`src/design/scg_pkg.sv`:
```
package scg_pkg;
    localparam int ADDR_W = 12;
    localparam int N_UNITS = 10;

    localparam logic [11:0] RUN_GATE_OFS = 12'h108;
    localparam logic [11:0] SLEEP_GATE_OFS = 12'h118;
    localparam logic [11:0] DEEP_GATE_OFS = 12'h128;
    localparam logic [11:0] RUN_CFG_OFS = 12'h060;
    localparam logic [11:0] FAULT_STAT_OFS = 12'h130;
    localparam logic [11:0] FAULT_MASK_OFS = 12'h134;

    localparam int PHY_BIT = 30;
    localparam int MAC_BIT = 28;
    localparam int PORT_MSB = 7;
    localparam int PORT_LSB = 0;
    localparam int AUTO_GATE_BIT = 0;

    localparam logic [31:0] GATE_RESET = 32'h0000_0000;
    localparam logic [31:0] CFG_RESET = 32'h0000_0000;
    localparam logic [31:0] FAULT_RESET = 32'h0000_0000;
    localparam logic [31:0] GATE_WMASK = 32'h5000_00ff;
    localparam logic [31:0] CFG_WMASK = 32'h0000_0001;

    localparam logic [1:0] RESP_OKAY = 2'h0;
    localparam logic [1:0] RESP_SLVERR = 2'h2;

    typedef enum logic [1:0] {OP_RUN, OP_SLEEP, OP_DEEP} scg_op_t;

    // Gate word to unit vector {phy, mac, port h..a}
    function automatic logic [N_UNITS-1:0] scg_units(
        input logic [31:0] w);
        return {w[PHY_BIT], w[MAC_BIT], w[PORT_MSB:PORT_LSB]};
    endfunction

    function automatic logic [31:0] scg_word(
        input logic [N_UNITS-1:0] u);
        logic [31:0] w;
        w = 32'h0000_0000;
        w[PHY_BIT] = u[9];
        w[MAC_BIT] = u[8];
        w[PORT_MSB:PORT_LSB] = u[7:0];
        return w;
    endfunction

    // Byte-lane merge limited to writable bits
    function automatic logic [31:0] scg_merge(input logic [31:0] old,
        input logic [31:0] data, input logic [3:0] strb,
        input logic [31:0] wmask);
        logic [31:0] r;
        r = old;
        for (int b = 0; b < 4; b++) begin
            if (strb[b]) begin
                r[b*8 +: 8] = data[b*8 +: 8];
            end
        end
        return r & wmask;
    endfunction
endpackage

```
`src/design/scg_axil_slave.sv`:
```
`timescale 1ns/1ps
module scg_axil_slave #(
    parameter int AW = scg_pkg::ADDR_W
) (
    input wire logic mclk,
    input wire logic sys_rst,
    input wire logic [AW-1:0] s_axi_awaddr,
    input wire logic s_axi_awvalid,
    output logic s_axi_awready,
    input wire logic [31:0] s_axi_wdata,
    input wire logic [3:0] s_axi_wstrb,
    input wire logic s_axi_wvalid,
    output logic s_axi_wready,
    output logic [1:0] s_axi_bresp,
    output logic s_axi_bvalid,
    input wire logic s_axi_bready,
    input wire logic [AW-1:0] s_axi_araddr,
    input wire logic s_axi_arvalid,
    output logic s_axi_arready,
    output logic [31:0] s_axi_rdata,
    output logic [1:0] s_axi_rresp,
    output logic s_axi_rvalid,
    input wire logic s_axi_rready,
    output logic wr_en,
    output logic [AW-1:0] wr_addr,
    output logic [31:0] wr_data,
    output logic [3:0] wr_strb,
    input wire logic wr_err,
    output logic rd_en,
    output logic [AW-1:0] rd_addr,
    input wire logic [31:0] rd_data,
    input wire logic rd_err
);
    import scg_pkg::*;

    logic aw_held, next_aw_held, w_held, next_w_held;
    logic next_bvalid, next_rvalid;
    logic [1:0] next_bresp, next_rresp;
    logic [31:0] next_rdata, next_wr_data;
    logic [AW-1:0] next_wr_addr;
    logic [3:0] next_wr_strb;

    assign s_axi_awready = !aw_held && !s_axi_bvalid;
    assign s_axi_wready = !w_held && !s_axi_bvalid;
    assign wr_en = aw_held && w_held && !s_axi_bvalid;
    assign s_axi_arready = !s_axi_rvalid;
    assign rd_en = s_axi_arvalid && s_axi_arready;
    assign rd_addr = s_axi_araddr;

    always_comb begin
        next_aw_held = aw_held;
        next_w_held = w_held;
        next_wr_addr = wr_addr;
        next_wr_data = wr_data;
        next_wr_strb = wr_strb;
        next_bvalid = s_axi_bvalid;
        next_bresp = s_axi_bresp;
        next_rvalid = s_axi_rvalid;
        next_rresp = s_axi_rresp;
        next_rdata = s_axi_rdata;
        if (s_axi_awvalid && s_axi_awready) begin
            next_aw_held = 1'b1;
            next_wr_addr = s_axi_awaddr;
        end
        if (s_axi_wvalid && s_axi_wready) begin
            next_w_held = 1'b1;
            next_wr_data = s_axi_wdata;
            next_wr_strb = s_axi_wstrb;
        end
        if (wr_en) begin
            next_aw_held = 1'b0;
            next_w_held = 1'b0;
            next_bvalid = 1'b1;
            next_bresp = wr_err ? RESP_SLVERR : RESP_OKAY;
        end
        if (s_axi_bvalid && s_axi_bready) begin
            next_bvalid = 1'b0;
        end
        if (rd_en) begin
            next_rvalid = 1'b1;
            next_rdata = rd_data;
            next_rresp = rd_err ? RESP_SLVERR : RESP_OKAY;
        end
        if (s_axi_rvalid && s_axi_rready) begin
            next_rvalid = 1'b0;
        end
    end

    always_ff @(posedge mclk or posedge sys_rst) begin
        if (sys_rst) begin
            aw_held <= 1'b0;
            w_held <= 1'b0;
            wr_addr <= '0;
            wr_data <= 32'h0000_0000;
            wr_strb <= 4'h0;
            s_axi_bvalid <= 1'b0;
            s_axi_bresp <= RESP_OKAY;
            s_axi_rvalid <= 1'b0;
            s_axi_rresp <= RESP_OKAY;
            s_axi_rdata <= 32'h0000_0000;
        end else begin
            aw_held <= next_aw_held;
            w_held <= next_w_held;
            wr_addr <= next_wr_addr;
            wr_data <= next_wr_data;
            wr_strb <= next_wr_strb;
            s_axi_bvalid <= next_bvalid;
            s_axi_bresp <= next_bresp;
            s_axi_rvalid <= next_rvalid;
            s_axi_rresp <= next_rresp;
            s_axi_rdata <= next_rdata;
        end
    end
endmodule // scg_axil_slave

```
`src/design/scg_gate_bank.sv`:
```
// The AXI4-Lite register port was chosen for this implementation.
`timescale 1ns/1ps
// How it works
// - A set enable bit keeps its unit clocked while sleep gating applies.
// - A clear enable bit stops that unit's clock while it stays clear.
// - Access to a unit whose clock is off is answered with a fault.
// - Reset clears every gating bit, so all units start unclocked.
// - Run, sleep and deep-sleep states each pick their own gating register.
// - Sleep and deep-sleep gating apply only with auto clock gating set.
// - Bit 30 enables the Ethernet PHY unit clock.
// - Bit 28 enables the Ethernet MAC unit clock.
// - Bits 7 to 0 enable port H down to port A.
// - Bits 31, 29, 27:8 read zero; software preserves them.
// - The sleep gating register decodes at offset 0x118.
module scg_gate_bank #(
    parameter int AW = scg_pkg::ADDR_W
) (
    input wire logic mclk,
    input wire logic sys_rst,
    input wire logic [AW-1:0] s_axi_awaddr,
    input wire logic s_axi_awvalid,
    output logic s_axi_awready,
    input wire logic [31:0] s_axi_wdata,
    input wire logic [3:0] s_axi_wstrb,
    input wire logic s_axi_wvalid,
    output logic s_axi_wready,
    output logic [1:0] s_axi_bresp,
    output logic s_axi_bvalid,
    input wire logic s_axi_bready,
    input wire logic [AW-1:0] s_axi_araddr,
    input wire logic s_axi_arvalid,
    output logic s_axi_arready,
    output logic [31:0] s_axi_rdata,
    output logic [1:0] s_axi_rresp,
    output logic s_axi_rvalid,
    input wire logic s_axi_rready,
    input wire logic sleep_mode,
    input wire logic deep_sleep_mode,
    input wire logic [scg_pkg::N_UNITS-1:0] unit_access_req,
    output logic [scg_pkg::N_UNITS-1:0] unit_clock_enable,
    output logic [scg_pkg::N_UNITS-1:0] unit_access_fault,
    output logic irq
);
    import scg_pkg::*;

    logic wr_en, rd_en, wr_err, rd_err;
    logic [AW-1:0] wr_addr, rd_addr;
    logic [31:0] wr_data, rd_data;
    logic [3:0] wr_strb;

    logic [31:0] run_clock_gate_2, next_run_clock_gate_2;
    logic [31:0] sleep_clock_gate_2, next_sleep_clock_gate_2;
    logic [31:0] deep_sleep_clock_gate_2, next_deep_sleep_clock_gate_2;
    logic [31:0] run_clock_config, next_run_clock_config;
    logic [31:0] fault_status, next_fault_status;
    logic [31:0] fault_mask, next_fault_mask;
    logic [31:0] sel_gate, fault_clear;
    logic [N_UNITS-1:0] next_clock_enable, fault_hit;
    scg_op_t op_state, next_op_state;
    logic auto_clock_gating;

    scg_axil_slave #(.AW(AW)) u_bus (
        .mclk(mclk),
        .sys_rst(sys_rst),
        .s_axi_awaddr(s_axi_awaddr),
        .s_axi_awvalid(s_axi_awvalid),
        .s_axi_awready(s_axi_awready),
        .s_axi_wdata(s_axi_wdata),
        .s_axi_wstrb(s_axi_wstrb),
        .s_axi_wvalid(s_axi_wvalid),
        .s_axi_wready(s_axi_wready),
        .s_axi_bresp(s_axi_bresp),
        .s_axi_bvalid(s_axi_bvalid),
        .s_axi_bready(s_axi_bready),
        .s_axi_araddr(s_axi_araddr),
        .s_axi_arvalid(s_axi_arvalid),
        .s_axi_arready(s_axi_arready),
        .s_axi_rdata(s_axi_rdata),
        .s_axi_rresp(s_axi_rresp),
        .s_axi_rvalid(s_axi_rvalid),
        .s_axi_rready(s_axi_rready),
        .wr_en(wr_en),
        .wr_addr(wr_addr),
        .wr_data(wr_data),
        .wr_strb(wr_strb),
        .wr_err(wr_err),
        .rd_en(rd_en),
        .rd_addr(rd_addr),
        .rd_data(rd_data),
        .rd_err(rd_err)
    );

    function automatic logic [11:0] word_addr(input logic [AW-1:0] a);
        return {a[11:2], 2'b00};
    endfunction

    assign auto_clock_gating = run_clock_config[AUTO_GATE_BIT];

    // Operating state
    always_comb begin
        if (deep_sleep_mode) begin
            next_op_state = OP_DEEP;
        end else if (sleep_mode) begin
            next_op_state = OP_SLEEP;
        end else begin
            next_op_state = OP_RUN;
        end
    end

    // Gating source; without auto gating the run register stays in charge
    always_comb begin
        sel_gate = run_clock_gate_2;
        unique case (op_state)
            OP_RUN: sel_gate = run_clock_gate_2;
            OP_SLEEP: sel_gate = auto_clock_gating ? sleep_clock_gate_2
                : run_clock_gate_2;
            OP_DEEP: sel_gate = auto_clock_gating ? deep_sleep_clock_gate_2
                : run_clock_gate_2;
            default: sel_gate = run_clock_gate_2;
        endcase
        next_clock_enable = scg_units(sel_gate);
        fault_hit = unit_access_req & ~unit_clock_enable;
    end

    // Register writes
    always_comb begin
        next_run_clock_gate_2 = run_clock_gate_2;
        next_sleep_clock_gate_2 = sleep_clock_gate_2;
        next_deep_sleep_clock_gate_2 = deep_sleep_clock_gate_2;
        next_run_clock_config = run_clock_config;
        next_fault_mask = fault_mask;
        fault_clear = 32'h0000_0000;
        wr_err = 1'b0;
        if (wr_en) begin
            unique case (word_addr(wr_addr))
                RUN_GATE_OFS: next_run_clock_gate_2 = scg_merge(
                    run_clock_gate_2, wr_data, wr_strb, GATE_WMASK);
                SLEEP_GATE_OFS: next_sleep_clock_gate_2 = scg_merge(
                    sleep_clock_gate_2, wr_data, wr_strb,
                    GATE_WMASK);
                DEEP_GATE_OFS: next_deep_sleep_clock_gate_2 = scg_merge(
                    deep_sleep_clock_gate_2, wr_data, wr_strb, GATE_WMASK);
                RUN_CFG_OFS: next_run_clock_config = scg_merge(
                    run_clock_config, wr_data, wr_strb, CFG_WMASK);
                FAULT_MASK_OFS: next_fault_mask = scg_merge(
                    fault_mask, wr_data, wr_strb, GATE_WMASK);
                FAULT_STAT_OFS: fault_clear = scg_merge(
                    32'h0000_0000, wr_data, wr_strb, GATE_WMASK);
                default: wr_err = 1'b1;
            endcase
        end
        // A new fault wins over a clear in the same cycle
        next_fault_status = (fault_status & ~fault_clear)
            | scg_word(fault_hit);
    end

    // Register reads
    always_comb begin
        rd_data = 32'h0000_0000;
        rd_err = 1'b0;
        unique case (word_addr(rd_addr))
            RUN_GATE_OFS: rd_data = run_clock_gate_2;
            SLEEP_GATE_OFS: rd_data = sleep_clock_gate_2;
            DEEP_GATE_OFS: rd_data = deep_sleep_clock_gate_2;
            RUN_CFG_OFS: rd_data = run_clock_config;
            FAULT_STAT_OFS: rd_data = fault_status;
            FAULT_MASK_OFS: rd_data = fault_mask;
            default: rd_err = 1'b1;
        endcase
    end

    always_ff @(posedge mclk or posedge sys_rst) begin
        if (sys_rst) begin
            run_clock_gate_2 <= GATE_RESET;
            sleep_clock_gate_2 <= GATE_RESET;
            deep_sleep_clock_gate_2 <= GATE_RESET;
            run_clock_config <= CFG_RESET;
            fault_status <= FAULT_RESET;
            fault_mask <= FAULT_RESET;
            op_state <= OP_RUN;
            unit_clock_enable <= '0;
            unit_access_fault <= '0;
        end else begin
            run_clock_gate_2 <= next_run_clock_gate_2;
            sleep_clock_gate_2 <= next_sleep_clock_gate_2;
            deep_sleep_clock_gate_2 <= next_deep_sleep_clock_gate_2;
            run_clock_config <= next_run_clock_config;
            fault_status <= next_fault_status;
            fault_mask <= next_fault_mask;
            op_state <= next_op_state;
            unit_clock_enable <= next_clock_enable;
            unit_access_fault <= fault_hit;
        end
    end

    assign irq = |(fault_status & fault_mask);

    logic sleep_gated;
    logic sleep_wr;
    assign sleep_gated = op_state == OP_SLEEP && auto_clock_gating;
    assign sleep_wr = wr_en && word_addr(wr_addr) == SLEEP_GATE_OFS;
endmodule // scg_gate_bank

```
`config.mk`:
```
export PLATFORM = sky130hd
export DESIGN_NAME = scg_gate_bank
export DESIGN_NICKNAME = d
export VERILOG_FILES = /design/src/design/scg_pkg.sv /design/src/design/scg_axil_slave.sv /design/src/design/scg_gate_bank.sv
export SDC_FILE = /design/constraint.sdc
export NUM_CORES = 1
export LEC_CHECK = 0
export ABC_AREA = 1
export BUFFER_PORTS_ARGS = -buffer_cell sky130_fd_sc_hd__buf_2
export CORE_ASPECT_RATIO = 1.75
export CORE_MARGIN = 8
export CORE_UTILIZATION = 23
export CTS_CLUSTER_DIAMETER = 80
export CTS_CLUSTER_SIZE = 30
export DETAILED_ROUTE_END_ITERATION = 8
export GPL_TIMING_DRIVEN = 0
export PLACE_DENSITY = 0.44
export SLEW_MARGIN = 0
export SYNTH_ARGS = -nofsm -noshare
export SYNTH_HDL_FRONTEND = slang
export SYNTH_SLANG_ARGS = --single-unit
```
`constraint.sdc`:
```
create_clock -name mclk -period 4.7 [get_ports mclk]
set_input_delay 1.175 -clock mclk [delete_from_list [all_inputs] [get_ports mclk]]
set_output_delay 1.175 -clock mclk [all_outputs]
set_load 0.02 [all_outputs]
```
Yosys cells after proc, flatten, opt, wreduce, memory -nomap -nowiden
Index checks and enable logic that the tools add are counted.
Storage, ports and cells
  bits in registers: 182
  output and inout port bits: 62
Operators by class
  mux-type cells: 22
  equal/unequal tests: 14
  bitwise operators: 6
  reduce and logical (&&, ||, !) cells: 29
Operators with widths (number)
  32-bit one-hot mux with 6 select lines: 1
  31-bit 2-to-1 mux: 4
  10-bit by 7-bit equality test with 1-bit output (second input constant): 10
  31-bit one-hot mux with 2 select lines: 1
  32-bit by 31-bit AND with 32-bit output: 1
  32-bit AND: 1
  32-bit NOT: 1
  32-bit by 31-bit OR with 32-bit output: 1
  32-bit OR reduction: 1
  3-bit AND reduction: 9
  10-bit by 5-bit equality test with 1-bit output (second input constant): 2
  6-bit OR reduction: 2
  1-bit 2-to-1 mux: 11
  10-bit AND: 1
  10-bit NOT: 1
  1-bit logical AND: 9
  8-bit 2-to-1 mux: 1
  2-bit nonzero test: 4
  7-bit 2-to-1 mux: 1
  2-bit 2-to-1 mux: 3
  1-bit zero test: 4
  2-bit by 1-bit equality test with 1-bit output (second input constant): 1
  2-bit equality test (second input constant): 1

Depth between registers and ports, before layout
  depth after elaboration: 6
  depth in mapped cells: 9

Cells and area by module
Synthesis repeated with hierarchy kept, for this count alone.
Unflattened totals
  cell total of the unflattened synthesis: 879
  area, all modules: 7272.0 um2
By module, submodules not included
  scg_gate_bank: cells each 495, area each 3811.2 um2, times used 1
  scg_axil_slave: cells each 384, area each 3460.8 um2, times used 1

Least setup slack after synthesis
Ideal clock, no wire load.
  path type: register -> output
  start: reg fault_status[30]
  end: out irq
  setup slack: 2541 ps
  stages on the path, launching flop included: 4
  arrival time: 984 ps
  cell sequence: dfrtp_1 a22o_1 a211oi_1 nand4_1
On the way
  word-level cells in the longest chain between the ends: 2
Ends and longest elaborated chain
  start, declared: RTL line scg_gate_bank.sv:55  | logic [31:0] fault_status, next_fault_status;
  start signal, assigned: RTL line scg_gate_bank.sv:188  | fault_status <= next_fault_status;
  32-bit by 31-bit AND with 32-bit output: RTL line scg_gate_bank.sv:196  | assign irq = |(fault_status & fault_mask);
  32-bit OR reduction: RTL line scg_gate_bank.sv:196
  end, declared: RTL line scg_gate_bank.sv:42  | output logic irq
No other way between the ends.

Worst setup path after layout
Ends and elaborated chain as after synthesis.

==> flow_metrics.py <==
metrics = {
    "sta": {
        "finalCriticalPeriod_ns": 2.93,
        "drv_slew": 0,
        "fin_hold_ws_ns": 0.446,
        "fmax_mhz": 341,
        "tightest_slew_ns": 0.811,
        "fin_crit_sh": 0.623,
        "hold_viol": 0,
        "skew_ns": 0.0165,
        "rsz0062_at_grt": "false",
        "setup_viol_count_final": 0,
        "fin_ws_ns": 1.77,
        "maxSlewHeadroom": 0.457,
    },
    "yosys": {
        "yosys.area.top_type_share": 0.514,
        "yosysMostFrequentCell": "nand2_1",
        "ys_types": 34,
        "synth_edf_count": 0,
        "synth_area_um2": 5400,
        "ys_warn_count": 0,
        "ys.flop_type": "dfrtp_1",
        "ys_ff_latch": 111,
        "synth-seq-area-share": 0.514,
        "yosysTopAreaCell": "dfrtp_1",
        "post_synth.cell_area_avg_um2": 8.62,
        "async_flop_share": 1.00,
        "ys_top_cells_by_count": "nand2_1 (125), dfrtp_1 (111), o21ai_0 (69)",
        "netlist_top_cells_area": "dfrtp_1 (51%), nand2_1 (8.7%), o21ai_0 (6.4%)",
        "syn_inst": 627,
    },
    "routing": {
        "drt_iter0_markers": 290,
        "drt-total-wl_mm": 18.6,
        "wl_per_cell_um": 17.6,
        "vias_per_cell": 4.38,
        "drc": 0,
        "vias": 4641,
        "drt-pass1-iter-count": 5,
        "ant_nets": 0,
    },
    "placement": {
        "io_buffers": 88,
        "place.gp.congestion": 0.852,
        "place_hpwl_mm": 14.4,
        "pre_cts_ws_ns": 2.10,
        "place_area_um2": 6340,
    },
    "run_status": {
        "status": "finished clean",
    },
    "power_and_ir_drop": {
        "p_leak_nw": 3.37,
        "combPwrFrac": 0.226,
        "p_int_mw": 1.65,
        "switching_power_uw": 880,
        "p_seq_frac": 0.472,
        "finalPower_mw": 2.53,
        "p_sw_frac": 0.348,
        "pwr-share-clk": 0.302,
        "ir_drop_mv": 0.258,
        "power.density_nw_per_um2": 381,
    },
    "clocking": {
        "cts.clk_slew.worst_paths_ns": 0.07,
        "clk_latency_ns": 0.36,
        "cts_setup_buffers": 0,
        "clockBufferDepth": 2,
        "ctsResizeCount": 0,
        "holdBufCountCts": 0,
        "htreeDepth": 3,
        "clock_sinks": 111,
        "cts_tree": "done",
        "root_buffer": "clkbuf_16",
        "cts_buffers": 9,
    },
    "die": {
        "coreArea_um2": 23200,
        "die_w_um": 132,
        "boundaryPins": 141,
        "die-area_um2": 28800,
        "core.rowCount": 74,
        "die_height_um": 219,
        "start_util": 0.233,
    },
    "setup_path": {
        "setup.worst_path.end_class": "output port",
        "required_ns": 3.52,
        "cp-start-kind": "register",
        "worst-setup-path-type": "reg -> out",
        "arrival_ns": 1.76,
        "cp_max_fo": 3,
    },
    "cells_and_area": {
        "fillers": 2559,
        "post-route-util": 0.285,
        "area_growth_syn_to_layout_pct": 22.6,
        "drive_gt1_frac": 0.232,
        "nets": 831,
        "antenna_cells": 0,
        "final_area_um2": 6630,
    },
    "global_route": {
        "grt_max_degree": 74,
        "grt_pass1_vias": 4896,
        "globalRouteOverflowTotal": 0,
        "grt_pass1_wl_mm": 28.6,
        "antenna_found_initial": 0,
        "grtUsageTotal": 0.130,
    },
    "flow_run": {
        "maxCapViolCount": 0,
    },
    "hold_path": {
        "hold_class": "reg -> reg",
    },
}
-- worst paths after layout --
path / startpoint / slack, ns / depth (start not counted) / to
setup / recovery: fault_status[30] / 1.77 / 4 / irq
hold / removal: unit_clock_enable[0] / 0.45 / 1 / unit_access_fault[0]
setup reg to reg: u_bus.s_axi_bvalid / 2.86 / 7 / fault_status[0]
hold reg to reg: unit_clock_enable[0] / 0.45 / 1 / unit_access_fault[0]
max in group asynchronous: sys_rst / 3.16 / 3 / unit_clock_enable[9]
min in group asynchronous: sys_rst / 0.81 / 2 / u_bus.wr_addr[2]
-- flip-flops by register name (all words and copies together) (netlist names), 2 cells and up --
| signal | flops |
|---|---|
| deep_sleep_clock_gate_2 | 10 |
| fault_mask | 10 |
| fault_status | 10 |
| run_clock_gate_2 | 10 |
| sleep_clock_gate_2 | 10 |
| u_bus.s_axi_rdata | 10 |
| u_bus.wr_addr | 10 |
| u_bus.wr_data | 10 |
| unit_access_fault | 10 |
| unit_clock_enable | 10 |
| op_state | 2 |
| u_bus.wr_strb | 2 |
-- metal layers --
layer	part of all wire	wire (µm)	GRT usage	vias up
met4	0.024	440	0.0562	0
met3	0.039	732	0.0204	22
li1	-	-	-	2291
met2	0.56	10500	0.249	137
met1	0.37	6930	0.138	2191
met5	0	0	0	-
-- per-stage QoR --
step | setup TNS [ns] | cells
2_1_floorplan | 0 | 650
3_3_place_gp | -121.45 | 1042
6_report | 0 | 1059
4_1_cts | 0 | 1059
5_1_grt | 0 | 1059
3_5_place_dp | 0 | 1043
-- power groups by stage --
stage / logic [mW] / clock network [mW] / registers [mW]
4_1_cts: 0.585 / 0.788 / 1.19
3_5_place_dp: 0.584 / 0 / 1.21
6_report: 0.571 / 0.762 / 1.19
5_1_grt: 0.637 / 0.819 / 1.21
3_3_place_gp: 0.574 / 0 / 1.21
2_1_floorplan: 0.389 / 0 / 1.19
-- cells in the final DEF (no fill, tap or decap), types with 2 or more instances in the layout --
cell type and n:
nand2_1 125, dfrtp_1 111, buf_2 95, o21ai_0 69
inv_1 65, nor2_1 52, nand3_1 41, nand4_1 40
buf_4 25, conb_1 24, a21oi_1 12, mux2_2 11
clkbuf_1 10, o22ai_1 9, o21bai_1 9, clkbuf_16 9
inv_2 5, nor2_4 4, nor3_1 4, nor2_2 3
nand2_2 3, buf_6 3, inv_6 3, nand3_2 2
a22o_1 2, o21ai_2 2, ha_1 2, clkinv_2 2
-- cell families after synthesis --
kind of cell | synth area share
adders and majority gates | 0.00463
muxes | 0.0229
AOI/OAI and AO/OA | 0.112
DFF | 0.514
and+or+nand+nor | 0.242
buffers and inverters | 0.104
other | 0.000694
-- area by class of cell --
type / count / area (µm²) / share of cell area
plain buffers: 45 / 294 / 0.0444
clock buffers: 10 / 239 / 0.0361
clock inverters: 6 / 43.8 / 0.00661
inverters: 71 / 272 / 0.0410
multi-input cells: 423 / 2150 / 0.325
flip-flops and latches: 111 / 2780 / 0.419
well taps: 304 / 380 / 0.0574
repair buffers: 89 / 468 / 0.0706
-- worst max-delay path, stage by stage, from the launching register on --
cell	delay [ns]
dfrtp_1	0.42
a22o_1	0.25
a211oi_1	0.36
nand4_1	0.18
buf_2	0.21
(Power assumes the default switching activity.)
